<file path="src/include/cwf_pkg.sv">
// Package for the CAN wake and fail-safe controller
// Assumes a single 10 MHz clock and synchronous digital inputs from the analog front end
package cwf_pkg;

  // ************************************************
  // Timing
  // ************************************************
  localparam int CLK_HZ = 10000000;
  // Wake filter window, ns: 1.8 us sits below one 500 kbps bit and two 1 Mbps bits
  localparam int WAKE_FILTER_NS = 1800;
  localparam int WAKE_FILTER_CYC = (WAKE_FILTER_NS * (CLK_HZ / 1000000)) / 1000;
  // Wake pattern timeout, us
  localparam int WAKE_TIMEOUT_US = 1000;
  localparam int WAKE_TIMEOUT_CYC = WAKE_TIMEOUT_US * (CLK_HZ / 1000000);
  // Inactivity fallback time, ms
  localparam int INACTIVE_MS = 5;
  localparam int INACTIVE_CYC = INACTIVE_MS * (CLK_HZ / 1000);
  localparam int CNT_W = 24;

  // ************************************************
  // Types
  // ************************************************
  typedef enum logic [2:0] {
    MODE_RESET    = 3'h0,
    MODE_STANDBY  = 3'h1,
    MODE_NORMAL   = 3'h2,
    MODE_SLEEP    = 3'h3,
    MODE_FAILSAFE = 3'h4
  } cwf_mode_t;

  typedef enum logic [1:0] {
    WK_IDLE = 2'h0,
    WK_DOM1 = 2'h1,
    WK_REC  = 2'h2
  } cwf_wk_t;

  // Fault comparator outputs
  typedef struct packed {
    logic therm_rise;
    logic therm_fall_ok;
    logic ov_rise;
    logic ov_fall_ok;
  } cwf_fault_t;

  // Mode requests from the system controller
  typedef struct packed {
    logic go_normal;
    logic go_standby;
    logic go_sleep;
  } cwf_req_t;

  // State of the controller, apart from the pin synchronisers
  typedef struct packed {
    cwf_mode_t mode;
    cwf_wk_t wk;
    logic bus_prev;
    logic [CNT_W-1:0] phase_cnt;
    logic phase_done;
    logic [CNT_W-1:0] to_cnt;
    logic [CNT_W-1:0] inact_cnt;
    logic wake_prev;
    logic wake_pend;
    logic rxd_low;
    logic remote_wake;
    logic local_wake;
    logic bias_active;
  } cwf_state_t;

endpackage

</file>
<file path="src/hdl/cwf_ctrl.sv">
// CAN wake detection and protective mode sequencing
// Assumes bus level, fault flags and regulator status are on CLOCK_IN; wake and reset pins are raw
//
// What this block does
// - Bus wake monitor runs in standby and sleep.
// - Pattern is filtered dominant, filtered recessive, filtered dominant, in order.
// - After first dominant, other bus traffic does not return monitor to idle.
// - Second dominant qualified: declare remote wake, drive receive-data low at once.
// - Too-short phases never count; phases longer than filter maximum always count.
// - Filter time short enough for one 500 kbps or two 1 Mbps bits.
// - Pattern must finish within timeout, else monitor resets and device sleeps on.
// - Either edge of wake input raises a local wake request.
// - Local wake detection enabled in sleep mode.
// - Local wake detection disabled in normal mode.
// - Receive-data undriven until the regulator output is present.
// - Reset mode holds system reset low with transmitter and receiver off.
// - Wake monitor active in reset mode; valid pattern biases bus and signals wake.
// - Reset mode entered at power-on and when reset line is pulled low.
// - Leaving fail-safe after faults clear goes to reset mode.
// - Fail-safe turns off regulator, inhibit, transceiver, and holds reset low.
// - Fail-safe entered on thermal or regulator over-voltage rising threshold.
// - Fail-safe exits to reset only with both faults cleared and a wake present.
// - Fail-safe not cleared within inactivity time moves to sleep.
// - In standby receive-data latches low on wake or fault; power-on counts.
// - Sleep exits on remote or local wake to standby, and on reset event to reset.
`timescale 1ns/100ps

module cwf_ctrl #(
  parameter int FILTER_CYC = cwf_pkg::WAKE_FILTER_CYC,
  parameter int TIMEOUT_CYC = cwf_pkg::WAKE_TIMEOUT_CYC,
  parameter int INACTIVE_CYC = cwf_pkg::INACTIVE_CYC
) (
  input wire logic CLOCK_IN,                     // 10 MHz clock
  input wire logic RST_N_IN,                     // Power-on reset, active low
  input wire logic BUS_DOMINANT_IN,              // Low-power receiver, 1 = dominant
  input wire logic WAKE_PIN_IN,                  // Raw local wake pin
  input wire logic SYS_RESET_LOW_IN,             // Reset line readback, low = pulled low
  input wire cwf_pkg::cwf_fault_t FAULT_IN,      // Fault comparators
  input wire cwf_pkg::cwf_req_t REQ_IN,          // Mode requests
  input wire logic REG_PRESENT_IN,               // Regulator output present
  output logic RXD_OUT,                          // Receive-data level
  output logic RXD_OE_OUT,                       // Receive-data drive enable
  output logic SYS_RESET_LOW_OUT,                // Reset drive, low = asserted
  output logic SUPPLY_INHIBIT_OUT,               // Inhibit output on
  output logic REG_ENABLE_OUT,                   // Regulator enable
  output logic XCVR_ON_OUT,                      // Transmitter and receiver on
  output logic BUS_BIAS_ACTIVE_OUT,              // Bus biased to mid supply
  output logic REMOTE_WAKE_OUT,                  // Remote wake pattern seen
  output logic LOCAL_WAKE_OUT,                   // Local wake request seen
  output cwf_pkg::cwf_mode_t MODE_OUT            // Current mode
);

  // Counter end points, one below each cycle count
  localparam logic [cwf_pkg::CNT_W-1:0] FILT_M = cwf_pkg::CNT_W'(FILTER_CYC - 1);
  localparam logic [cwf_pkg::CNT_W-1:0] TO_M = cwf_pkg::CNT_W'(TIMEOUT_CYC - 1);
  localparam logic [cwf_pkg::CNT_W-1:0] INACT_M = cwf_pkg::CNT_W'(INACTIVE_CYC - 1);
  localparam logic [cwf_pkg::CNT_W-1:0] ONE = cwf_pkg::CNT_W'(1);

  cwf_pkg::cwf_state_t st_r;
  cwf_pkg::cwf_state_t st_nxt;

  // ************************************************
  // Pin synchronisers
  // ************************************************
  logic wake_s1_r;
  logic wake_s2_r;
  logic rst_s1_r;
  logic rst_s2_r;

  // Two-stage sync of external pins
  always_ff @(posedge CLOCK_IN or negedge RST_N_IN) begin
    if (!RST_N_IN) begin
      wake_s1_r <= 1'b0;
      wake_s2_r <= 1'b0;
      rst_s1_r <= 1'b1;
      rst_s2_r <= 1'b1;
    end else begin
      wake_s1_r <= WAKE_PIN_IN;
      wake_s2_r <= wake_s1_r;
      rst_s1_r <= SYS_RESET_LOW_IN;
      rst_s2_r <= rst_s1_r;
    end
  end

  // ************************************************
  // Next state
  // ************************************************
  // Decoded conditions used by the next-state logic
  logic fault_set;
  logic fault_clear;
  logic mon_on;
  logic local_on;
  logic phase_q;
  logic pattern_hit;
  logic local_hit;
  logic ext_rst;

  // Mode, wake monitor and local wake logic
  always_comb begin
    st_nxt = st_r;
    // Rising thresholds trip fail-safe; falling ones release it
    fault_set = FAULT_IN.therm_rise | FAULT_IN.ov_rise;
    fault_clear = FAULT_IN.therm_fall_ok & FAULT_IN.ov_fall_ok;
    ext_rst = ~rst_s2_r & (st_r.mode != cwf_pkg::MODE_RESET)
      & (st_r.mode != cwf_pkg::MODE_FAILSAFE);
    mon_on = (st_r.mode == cwf_pkg::MODE_STANDBY) | (st_r.mode == cwf_pkg::MODE_SLEEP)
      | (st_r.mode == cwf_pkg::MODE_RESET) | (st_r.mode == cwf_pkg::MODE_FAILSAFE);
    local_on = (st_r.mode != cwf_pkg::MODE_NORMAL);
    pattern_hit = 1'b0;
    local_hit = 1'b0;
    // Phase filter: a level must hold FILTER_CYC + 1 cycles to qualify
    // Count restarts at each level change, so glitches never qualify
    st_nxt.bus_prev = BUS_DOMINANT_IN;
    if (BUS_DOMINANT_IN != st_r.bus_prev) begin
      st_nxt.phase_cnt = '0;
      st_nxt.phase_done = 1'b0;
    end else if (st_r.phase_cnt < FILT_M) begin
      st_nxt.phase_cnt = st_r.phase_cnt + ONE;
    end
    phase_q = (BUS_DOMINANT_IN == st_r.bus_prev) && (st_r.phase_cnt == FILT_M)
      && !st_r.phase_done;
    if (phase_q) begin
      st_nxt.phase_done = 1'b1;
    end
    // Pattern sequencer with whole-pattern timeout
    if (!mon_on) begin
      st_nxt.wk = cwf_pkg::WK_IDLE;
      st_nxt.to_cnt = '0;
    end else begin
      if (st_r.wk != cwf_pkg::WK_IDLE) begin
        st_nxt.to_cnt = st_r.to_cnt + ONE;
      end
      case (st_r.wk)
        cwf_pkg::WK_IDLE: begin
          st_nxt.to_cnt = '0;
          if (phase_q && BUS_DOMINANT_IN) begin
            st_nxt.wk = cwf_pkg::WK_DOM1;
          end
        end
        // Unqualified traffic while waiting leaves the monitor in place
        cwf_pkg::WK_DOM1: begin
          if (phase_q && !BUS_DOMINANT_IN) begin
            st_nxt.wk = cwf_pkg::WK_REC;
          end
        end
        cwf_pkg::WK_REC: begin
          if (phase_q && BUS_DOMINANT_IN) begin
            st_nxt.wk = cwf_pkg::WK_IDLE;
            pattern_hit = 1'b1;
          end
        end
        default: begin
          st_nxt.wk = cwf_pkg::WK_IDLE;
        end
      endcase
      // Timeout window opens at the first qualified dominant
      if (st_r.wk != cwf_pkg::WK_IDLE && st_r.to_cnt >= TO_M && !pattern_hit) begin
        st_nxt.wk = cwf_pkg::WK_IDLE;
        st_nxt.to_cnt = '0;
      end
    end
    // Local wake on either edge of the synced pin
    st_nxt.wake_prev = wake_s2_r;
    if (local_on && (wake_s2_r != st_r.wake_prev)) begin
      local_hit = 1'b1;
    end
    // Inactivity counter runs in standby and fail-safe
    if ((st_r.mode == cwf_pkg::MODE_STANDBY) || (st_r.mode == cwf_pkg::MODE_FAILSAFE)) begin
      if (st_r.inact_cnt < INACT_M) begin
        st_nxt.inact_cnt = st_r.inact_cnt + ONE;
      end
    end else begin
      st_nxt.inact_cnt = '0;
    end
    // Mode sequencing
    case (st_r.mode)
      cwf_pkg::MODE_RESET: begin
        if (rst_s2_r) begin
          st_nxt.mode = cwf_pkg::MODE_STANDBY;
          st_nxt.rxd_low = 1'b1;
        end
      end
      cwf_pkg::MODE_STANDBY: begin
        if (REQ_IN.go_normal) begin
          st_nxt.mode = cwf_pkg::MODE_NORMAL;
          st_nxt.wake_pend = 1'b0;
          st_nxt.rxd_low = 1'b0;
          st_nxt.remote_wake = 1'b0;
          st_nxt.local_wake = 1'b0;
        end else if (REQ_IN.go_sleep || st_r.inact_cnt == INACT_M) begin
          st_nxt.mode = cwf_pkg::MODE_SLEEP;
          st_nxt.bias_active = 1'b0;
        end
      end
      cwf_pkg::MODE_NORMAL: begin
        st_nxt.bias_active = 1'b1;
        if (REQ_IN.go_standby) begin
          st_nxt.mode = cwf_pkg::MODE_STANDBY;
          st_nxt.bias_active = 1'b0;
        end else if (REQ_IN.go_sleep) begin
          st_nxt.mode = cwf_pkg::MODE_SLEEP;
          st_nxt.bias_active = 1'b0;
        end
      end
      cwf_pkg::MODE_SLEEP: begin
        if (pattern_hit | local_hit) begin
          st_nxt.mode = cwf_pkg::MODE_STANDBY;
        end
      end
      cwf_pkg::MODE_FAILSAFE: begin
        if (fault_clear && (st_r.wake_pend || pattern_hit || local_hit)) begin
          st_nxt.mode = cwf_pkg::MODE_RESET;
        end else if (st_r.inact_cnt == INACT_M) begin
          st_nxt.mode = cwf_pkg::MODE_SLEEP;
          st_nxt.wake_pend = 1'b0;
        end
      end
      default: begin
        st_nxt.mode = cwf_pkg::MODE_RESET;
      end
    endcase
    // Wake flags set after the mode logic, so a set beats a clear
    if (pattern_hit) begin
      st_nxt.remote_wake = 1'b1;
      // Bus stays grounded while in fail-safe
      if (st_r.mode != cwf_pkg::MODE_FAILSAFE) begin
        st_nxt.bias_active = 1'b1;
      end
    end
    if (local_hit) begin
      st_nxt.local_wake = 1'b1;
    end
    if (pattern_hit | local_hit) begin
      st_nxt.wake_pend = 1'b1;
      st_nxt.rxd_low = 1'b1;
    end
    // External reset next; a fault overrides it below
    if (ext_rst) begin
      st_nxt.mode = cwf_pkg::MODE_RESET;
      st_nxt.bias_active = 1'b0;
    end
    if (fault_set) begin
      st_nxt.mode = cwf_pkg::MODE_FAILSAFE;
      st_nxt.bias_active = 1'b0;
      if (st_r.mode == cwf_pkg::MODE_STANDBY) begin
        st_nxt.rxd_low = 1'b1;
      end
    end
  end

  // State register; power-on enters reset mode with a pending wake
  always_ff @(posedge CLOCK_IN or negedge RST_N_IN) begin
    if (!RST_N_IN) begin
      st_r <= '{mode: cwf_pkg::MODE_RESET, wk: cwf_pkg::WK_IDLE, bus_prev: 1'b0,
        phase_cnt: '0, phase_done: 1'b0, to_cnt: '0, inact_cnt: '0,
        wake_prev: 1'b0, wake_pend: 1'b1, rxd_low: 1'b1, remote_wake: 1'b0,
        local_wake: 1'b0, bias_active: 1'b0};
    end else begin
      st_r <= st_nxt;
    end
  end

  // ************************************************
  // Outputs
  // ************************************************
  // Fail-safe decode shared by the pin drives
  logic fs;
  assign fs = (st_r.mode == cwf_pkg::MODE_FAILSAFE);

  // Pin drives decoded from mode and state flags
  assign RXD_OE_OUT = REG_PRESENT_IN & ~fs;
  assign RXD_OUT = ~st_r.rxd_low;
  assign SYS_RESET_LOW_OUT = ~((st_r.mode == cwf_pkg::MODE_RESET) | fs);
  assign SUPPLY_INHIBIT_OUT = ~fs & (st_r.mode != cwf_pkg::MODE_SLEEP);
  assign REG_ENABLE_OUT = ~fs & (st_r.mode != cwf_pkg::MODE_SLEEP);
  assign XCVR_ON_OUT = (st_r.mode == cwf_pkg::MODE_NORMAL);
  assign BUS_BIAS_ACTIVE_OUT = st_r.bias_active;
  assign REMOTE_WAKE_OUT = st_r.remote_wake;
  assign LOCAL_WAKE_OUT = st_r.local_wake;
  assign MODE_OUT = st_r.mode;

  // ************************************************
  // Checks
  // ************************************************
  // Mode outputs and fail-safe
  a_fault_enters_fs: assert property (@(posedge CLOCK_IN) disable iff (!RST_N_IN)
    (FAULT_IN.therm_rise | FAULT_IN.ov_rise) |=> (MODE_OUT == cwf_pkg::MODE_FAILSAFE))
    else $error("fault did not enter fail-safe");
  a_fs_outputs_off: assert property (@(posedge CLOCK_IN) disable iff (!RST_N_IN)
    fs |-> (!SUPPLY_INHIBIT_OUT && !REG_ENABLE_OUT && !SYS_RESET_LOW_OUT && !XCVR_ON_OUT))
    else $error("fail-safe outputs not off");
  a_reset_holds_low: assert property (@(posedge CLOCK_IN) disable iff (!RST_N_IN)
    (MODE_OUT == cwf_pkg::MODE_RESET) |-> (!SYS_RESET_LOW_OUT && !XCVR_ON_OUT))
    else $error("reset mode not holding reset low");
  a_fs_exit_reset: assert property (@(posedge CLOCK_IN) disable iff (!RST_N_IN)
    (fs ##1 !fs && !$past(fault_set)) |-> (MODE_OUT == cwf_pkg::MODE_RESET
      || MODE_OUT == cwf_pkg::MODE_SLEEP))
    else $error("fail-safe exited to wrong mode");
  a_fs_exit_cond: assert property (@(posedge CLOCK_IN) disable iff (!RST_N_IN)
    (fs && !fault_clear && !fault_set && st_r.inact_cnt != INACT_M) |=> fs)
    else $error("fail-safe left with fault present");
  a_rxd_needs_reg: assert property (@(posedge CLOCK_IN) disable iff (!RST_N_IN)
    !REG_PRESENT_IN |-> !RXD_OE_OUT)
    else $error("receive-data driven without regulator");
  a_fs_bias_off: assert property (@(posedge CLOCK_IN) disable iff (!RST_N_IN)
    fs |-> (!BUS_BIAS_ACTIVE_OUT && !RXD_OE_OUT))
    else $error("fail-safe left bus biased or receive-data driven");

  // Wake detection
  a_pattern_rxd_low: assert property (@(posedge CLOCK_IN) disable iff (!RST_N_IN)
    pattern_hit |=> (REMOTE_WAKE_OUT && !RXD_OUT))
    else $error("wake pattern did not drive receive-data low");
  a_local_off_normal: assert property (@(posedge CLOCK_IN) disable iff (!RST_N_IN)
    (MODE_OUT == cwf_pkg::MODE_NORMAL) |-> !local_hit)
    else $error("local wake in normal mode");
  a_wk_timeout: assert property (@(posedge CLOCK_IN) disable iff (!RST_N_IN)
    (st_r.wk != cwf_pkg::WK_IDLE) |-> (st_r.to_cnt <= TO_M))
    else $error("wake pattern exceeded timeout");
  a_sleep_exit_wake: assert property (@(posedge CLOCK_IN) disable iff (!RST_N_IN)
    ((MODE_OUT == cwf_pkg::MODE_SLEEP) && local_hit && !fault_set && !ext_rst)
      |=> (MODE_OUT == cwf_pkg::MODE_STANDBY))
    else $error("sleep did not exit on local wake");
  a_local_rxd_low: assert property (@(posedge CLOCK_IN) disable iff (!RST_N_IN)
    local_hit |=> (LOCAL_WAKE_OUT && !RXD_OUT))
    else $error("local wake did not drive receive-data low");
  a_fault_rxd_low: assert property (@(posedge CLOCK_IN) disable iff (!RST_N_IN)
    (MODE_OUT == cwf_pkg::MODE_STANDBY && fault_set) |=> !RXD_OUT)
    else $error("fault in standby did not latch receive-data low");
  a_pattern_bias: assert property (@(posedge CLOCK_IN) disable iff (!RST_N_IN)
    (pattern_hit && MODE_OUT == cwf_pkg::MODE_RESET && !fault_set) |=> BUS_BIAS_ACTIVE_OUT)
    else $error("wake pattern in reset mode did not bias the bus");

  // Fallbacks and reset entry
  a_fs_sleep_fallback: assert property (@(posedge CLOCK_IN) disable iff (!RST_N_IN)
    (fs && !fault_set && !st_r.wake_pend && !pattern_hit && !local_hit && st_r.inact_cnt == INACT_M)
      |=> (MODE_OUT == cwf_pkg::MODE_SLEEP))
    else $error("fail-safe did not fall back to sleep");
  a_sleep_supply_off: assert property (@(posedge CLOCK_IN) disable iff (!RST_N_IN)
    (MODE_OUT == cwf_pkg::MODE_SLEEP) |-> (!SUPPLY_INHIBIT_OUT && !REG_ENABLE_OUT && !XCVR_ON_OUT))
    else $error("sleep mode not at lowest power");
  a_ext_reset_enters: assert property (@(posedge CLOCK_IN) disable iff (!RST_N_IN)
    (ext_rst && !fault_set) |=> (MODE_OUT == cwf_pkg::MODE_RESET && !BUS_BIAS_ACTIVE_OUT))
    else $error("external reset did not enter reset mode");

endmodule

</file>
<file path="config.mk">
export PLATFORM = sky130hd
export DESIGN_NAME = cwf_ctrl
export DESIGN_NICKNAME = d
export VERILOG_FILES = /design/src/include/cwf_pkg.sv /design/src/hdl/cwf_ctrl.sv
export SDC_FILE = /design/constraint.sdc
export NUM_CORES = 1
export LEC_CHECK = 0
export ABC_AREA = 1
export BUFFER_PORTS_ARGS = -buffer_cell sky130_fd_sc_hd__buf_2
export CAP_MARGIN = 15
export CORE_MARGIN = 8
export CORE_UTILIZATION = 50
export DETAILED_ROUTE_END_ITERATION = 8
export PLACE_DENSITY = 0.69
export SLEW_MARGIN = 20
export SYNTH_ARGS = -nofsm -noshare
export SYNTH_HDL_FRONTEND = slang
export SYNTH_SLANG_ARGS = --single-unit
</file>
<file path="constraint.sdc">
create_clock -name CLOCK_IN -period 2.1 [get_ports CLOCK_IN]
set_clock_uncertainty 0.05 [all_clocks]
set_input_delay 0.105 -clock CLOCK_IN [delete_from_list [all_inputs] [get_ports CLOCK_IN]]
set_output_delay 0.105 -clock CLOCK_IN [all_outputs]
set_load 0.05 [all_outputs]
</file>
==> flow_summary.toml, run 1 <==
[timing]
rsz0062_at_grt = "true"
slew_headroom_pct = 66.7
tightest_slew_ns = 0.496
min_period_ns = 2.04
layout_setup_ws_ns = 0.0553
hold_viol_final = 0
period_share_pct = 97.4
final.setup.tns_ns = 0
finalMaxSlewViolations = 0
setup_viol = 0
max_freq_ghz = 0.489

[synthesis]
synthFlopType = "dfrtp_1"
synth_fa_ha_area_share_pct = 1.41
synth_xor_area_share_pct = 0.788
synth_compound_area_share_pct = 8.70
postSynthAreaPerCell_um2 = 8.18
synth_top_area_cell = "dfrtp_1"
synth-edff-count = 0
yosys-mux-area-fraction_pct = 0
syn_area_um2 = 4440
yosysWarnings = 0
ys_ff_latch = 89
synth.area.top_cells = "dfrtp_1 48%, nor2_1 8.1%, inv_1 7.3%"
async_reset_ff_share_pct = 100
postSynthCellCount = 543
syn-num-nets = 561
synth_simple_gate_area_share_pct = 29.5
synth_top_family_by_area = "simple AND/OR/NAND/NOR gates"
yosys.area.top_type_share_pct = 47.9
synth_cell_types = 44
yosysSeqAreaShare_pct = 50.2

[route]
ant_nets = 0
vias = 3631
drt-total-wl_um = 9340
dr.pass1.iters = 4
drc = 0
drt-initial-drc-count = 187
wl_per_cell_um = 13.2
vias_per_cell = 5.11

[status]
status = "complete, no violations"

[place]
place_hpwl_um = 6540
dp.cells = 675
post-place-ws_ns = 0.0788
gp_congestion = 0.857
portBuffers = 24

[setup_path]
reg2regPathDepth = 16
cp_max_fo = 4
start_kind = "flop"
required_ns = 2.36
path_class = "flop to flop"
worstPathArrival_ns = 2.30
endpoint_kind = "flop"
ff2ff_setup_slack_ns = 0.06
reg2reg_to = "MODE_OUT[1]"
reg2reg_from = "st_r[56]"

[power]
powerDensity_nw_per_um2 = 746
fin_total_pwr_mw = 3.90
vdd_drop_max_mv = 0.512
leakage_nw = 2.51

[cells_and_area]
drive_gt1_share_pct = 23.4
nNetsFinal = 615
antenna_cells = 0
area_growth_pct = 17.8
final.fill_count = 762
final_cell_mix = "93 x nor2_1, 85 x dfrtp_1, 85 x inv_1"
final_common_cell = "nor2_1"
fin_cells = 710

[die]
core-area_um2 = 8680
dieArea_um2 = 12200
num_rows = 34
die_x_um = 110
start_util_pct = 51.2
io_pins = 25
die_y_um = 110

[global_routing]
antenna_found_initial = 0
grt_pass1_vias = 3427
grt_start_max_net_pins = 42
grt_pass1_wl_um = 15400
grt_usage_pct = 16.0
grt_overflow = 0

[worst_hold_path]
hold_start = "FAULT_IN[1]"
hold_path_end = "st_r[3]"
hp-class = "input port to flop"
min_path_cells = 3

[cts]
clk_latency_ns = 0.36
ctsRootBufferMaster = "clkbuf_8"
tritoncts = "done"
h-tree-depth = 3
cts_made_buffers = 9
clk_pin_slew_worst_paths_ns = 0.09
clkSinkCount = 89
clock_path_buffers = 2

[run]
max_cap_viol_count = 0
-- sequential cells by signal (all words and copies together), names as in the netlist --
signal and cells:
st_r 79, MODE_OUT 3, BUS_BIAS_ACTIVE_OUT 1, LOCAL_WAKE_OUT 1, REMOTE_WAKE_OUT 1, rst_s1_r 1, rst_s2_r 1, wake_s1_r 1
wake_s2_r 1
-- routing by layer --
| layer | vias to the layer above | global-route usage (%) | wire length [µm] |
|---|---|---|---|
| li1 | 1817 | - | - |
| met1 | 1728 | 21.8 | 4330 |
| met2 | 70 | 23.3 | 4390 |
| met4 | 0 | 7.14 | 202 |
| met3 | 16 | 4.48 | 424 |
| met5 | - | 0 | 0 |
-- cell type report --
type / count / area, µm² / area share (%)
Timing Repair Buffer: 53 / 380 / 7.27
Sequential cell: 89 / 2230 / 42.6
Multi-Input combinational cell: 350 / 1950 / 37.2
Inverter: 94 / 353 / 6.74
Tap cell: 108 / 135 / 2.58
Clock inverter: 6 / 48.8 / 0.932
Clock buffer: 10 / 138 / 2.63
-- how the worst max path moves through the flow --
stage / start / end / depth (start not counted)
3_5_place_dp: st_r[6] / st_r[20] / 13
2_1_floorplan: MODE_OUT[0] / MODE_OUT[0] / 10
5_1_grt: st_r[56] / MODE_OUT[1] / 16
3_3_place_gp: st_r[56] / MODE_OUT[1] / 15
6_report: st_r[56] / MODE_OUT[1] / 16
4_1_cts: st_r[30] / st_r[32] / 11
-- where the power goes --
group	internal [mW]	switching (mW)	total [mW]
Sequential	1.81	0.0783	1.89
Combinational	0.328	0.561	0.889
Clock	0.472	0.653	1.13
Total	2.61	1.29	3.90
-- cells by family after synthesis --
| logic type | after synthesis |
|---|---|
| AOI/OAI and AO/OA | 68 |
| xor gates and xnor gates | 4 |
| adders and majority gates | 5 |
| buffers and inverters | 104 |
| DFF | 89 |
| and+or+nand+nor | 273 |
-- synth_stat cells (4+ instances only) --
cell      n
inv_1    87
nor3_1   14
nor2_4    7
nor2_1   96
nand2_1  84
dfrtp_1  85
nand2_2  14
buf_4     4
nand3_1  22
dfstp_2   4
o21ai_1   5
inv_2     6
nor3_2    4
nor4_1    5
a21oi_1  33
nand4_1   5
o21ai_0  16
nor2_2    8
ha_1      5
-- worst max-delay path: stages (launching register included) --
cell     delay, ns
dfrtp_1       0.40
inv_2         0.08
ha_4          0.12
nand2_2       0.05
inv_2         0.05
nand2_2       0.04
nor2_2        0.12
nand3_2       0.13
nor2_2        0.15
nand4_1       0.16
nand3_1       0.15
nand2_2       0.08
nand2_2       0.08
nand3_2       0.07
nor2_2        0.12
nand2_1       0.07
nand2_1       0.06
-- timing repair --
action | in CTS | in global routing
gates resized for setup | 0 | 37
setup buffers | 0 | 13
hold buffers | 6 | 0
endpoints found under the hold margin | 39 | 0
setup endpoints to repair | 0 | 29
-- stage by stage --
| stage | area, µm² | hold WS, ns | utilization [%] |
|---|---|---|---|
| 2_1_floorplan | 4450 | -0.241 | - |
| 3_3_place_gp | 4740 | 0.0433 | 54.7 |
| 3_5_place_dp | 4740 | 0.0492 | 54.7 |
| 4_1_cts | 4990 | 0.0522 | 57.5 |
| 5_1_grt | 5230 | 0.0717 | 60.3 |
| 6_report | 5230 | 0.0623 | 60.3 |
No activity file was read; power rests on OpenSTA's default activity.
==> inputs of run 2 (changes only) <==
SETUP_SLACK_MARGIN = 0.5   (was default)
==> run 2 against run 1 <==
  * First-iteration DRC count shrank 20%
  * Highest routed layer unchanged
  * Flip-flop and latch count is the same
  * Cell count grew 7.2%
==> flow_summary.toml, run 2 (synthesis results as in run 1) <==
[status]
status = "complete, no violations"

[setup_path]
reg2reg_from = "st_r[56]"
path_cells = "inv_2, ha_4, nand2_1, inv_1, nand2_1, nor2_2, nand3_4, nor2_4, nand4_1, nand3_1, nand2_2, nand2_2, nand4_1, nand2_1, nand2_1"
endpoint_kind = "flop"
path_class = "flop to flop"
worstPathArrival_ns = 2.27
ff2ff_setup_slack_ns = 0.04
path_common_cell = "nand2_1"
cp_slowest_cell = "dfrtp_1"
reg2regPathDepth = 15
start_kind = "flop"
reg2reg_to = "MODE_OUT[1]"
cp_max_fo = 3
slowest_delay_ns = 0.41
required_ns = 2.30

[run]
max_cap_viol_count = 0

[cells_and_area]
final_util_pct = 71.3
antenna_cells = 0
final_common_cell = "dfrtp_1"
area_growth_pct = 39.1
final_cell_mix = "84 x dfrtp_1, 77 x inv_1, 71 x nand2_1"
nNetsFinal = 666
drive_gt1_share_pct = 40.4
largest_reg_flops = 79
largest_register = "st_r"
fin_cells = 761

[route]
dr_wl_met3_um = 370
dr_wl_met2_um = 5700
ant_nets = 0
wl_per_cell_um = 14.8
drc = 0
drt-met1-wl_um = 4950
drt-total-wl_um = 11200
vias_per_cell = 5.20
dr.pass1.iters = 4
topRoutingLayerUsed = "met4"
vias = 3961
drt-initial-drc-count = 149

[power]
powerDensity_nw_per_um2 = 688
swShare_pct = 34.9
fin_total_pwr_mw = 4.25
combinationalPowerShare_pct = 28.9
seq_power_share_pct = 44.5
leakage_nw = 2.90
intPower_mw = 2.77
clockPowerShare_pct = 26.6
vdd_drop_max_mv = 0.453
p_sw_mw = 1.49

[timing]
min_period_ns = 2.06
slew_headroom_pct = 64.3
hold_viol_final = 0
setup_viol = 0
finalMaxSlewViolations = 0
rsz0062_at_grt = "true"
tightest_slew_ns = 0.536
final.setup.tns_ns = 0
layout_setup_ws_ns = 0.0356
max_freq_ghz = 0.484
period_share_pct = 98.3

[cts]
clock_path_buffers = 2
clkSinkCount = 89
clk_pin_slew_worst_paths_ns = 0.09
cts_made_buffers = 9
tritoncts = "done"
clk_latency_ns = 0.37
h-tree-depth = 3
ctsRootBufferMaster = "clkbuf_8"

[global_routing]
grt_usage_pct = 18.1
grt_overflow = 0
grt_start_max_net_pins = 41
grt_pass1_wl_um = 17600
grt_pass1_vias = 3865
antenna_found_initial = 0

[place]
dp.cells = 676
portBuffers = 24
post-place-ws_ns = 0.0182
place_hpwl_um = 6830
gp_congestion = 0.824

[worst_hold_path]
hp-class = "input port to flop"
hold_start = "FAULT_IN[3]"
min_path_cells = 3
hold_path_end = "st_r[3]"

[die]
die_y_um = 110
die_x_um = 110
core-area_um2 = 8680
io_pins = 25
dieArea_um2 = 12200
start_util_pct = 51.2
num_rows = 34
-- run 2: cell types whose count changed in the layout (fill, tap and decap cells not counted), sizes merged --
cell and delta:
buf +51, clkinv +1, dlygate4sd3 -1, inv -1, nand2 +1
-- run 2: metal layers --
metal,up-vias,GRT usage [%]
met1,1948,22.7
met2,66,30.1
met4,0,6.85
met3,19,3.43
li1,1928,-
met5,-,0
-- run 2: worst max path at each step --
stage / from / end / slack [ns] / depth (start not counted)
floorplan: MODE_OUT[1] / MODE_OUT[0] / 0.33 / 11
global placement: st_r[56] / MODE_OUT[0] / 0.02 / 15
detailed placement: st_r[56] / MODE_OUT[1] / 0.02 / 15
CTS: st_r[56] / MODE_OUT[1] / 0.14 / 15
global route: st_r[56] / MODE_OUT[1] / -0.13 / 15
finish: st_r[56] / MODE_OUT[1] / 0.04 / 15
-- run 2: layout make-up --
type                    count  area (µm²)
clock buffers              10         138
inverters                  94         369
multi-input cells         351        2400
well taps                 108         135
repair buffers            103         862
fillers                   601        2490
flip-flops and latches     89        2230
clock inverters             6        50.0
-- run 2: critical path, delay by kind of cell (launching register included) --
| kind | cells | cell delay, ns |
|---|---|---|
| buf+inv | 2 | 0.14 |
| simple gates | 12 | 1.24 |
| fa+ha+maj | 1 | 0.12 |
| flops | 1 | 0.41 |
-- run 2: metrics by stage --
stage                     hold WS (ns)  cell area, µm²
final                           0.0649            6180
after global routing            0.0649            6180
after CTS                       0.0436            5780
after detailed placement        0.0671            4850
after global placement          0.0601            4850
after floorplan                 -0.241            4560
-- run 2: power groups by stage --
stage / clock network (mW) / logic (mW) / registers, mW
after floorplan: 0 / 0.612 / 1.91
after global placement: 0 / 0.778 / 1.91
after detailed placement: 0 / 0.791 / 1.92
after CTS: 1.15 / 1.10 / 1.88
after global routing: 1.21 / 1.34 / 1.90
final: 1.13 / 1.23 / 1.89
-- run 2: timing repair --
action / 4_1_cts / 5_1_grt
pin swaps: 26 / 26
setup buffers: 43 / 20
resized for setup: 91 / 62
hold buffers: 5 / 0
endpoints found under the setup margin: 64 / 67
endpoints found under the hold margin: 41 / 0
gates cloned: 1 / 0
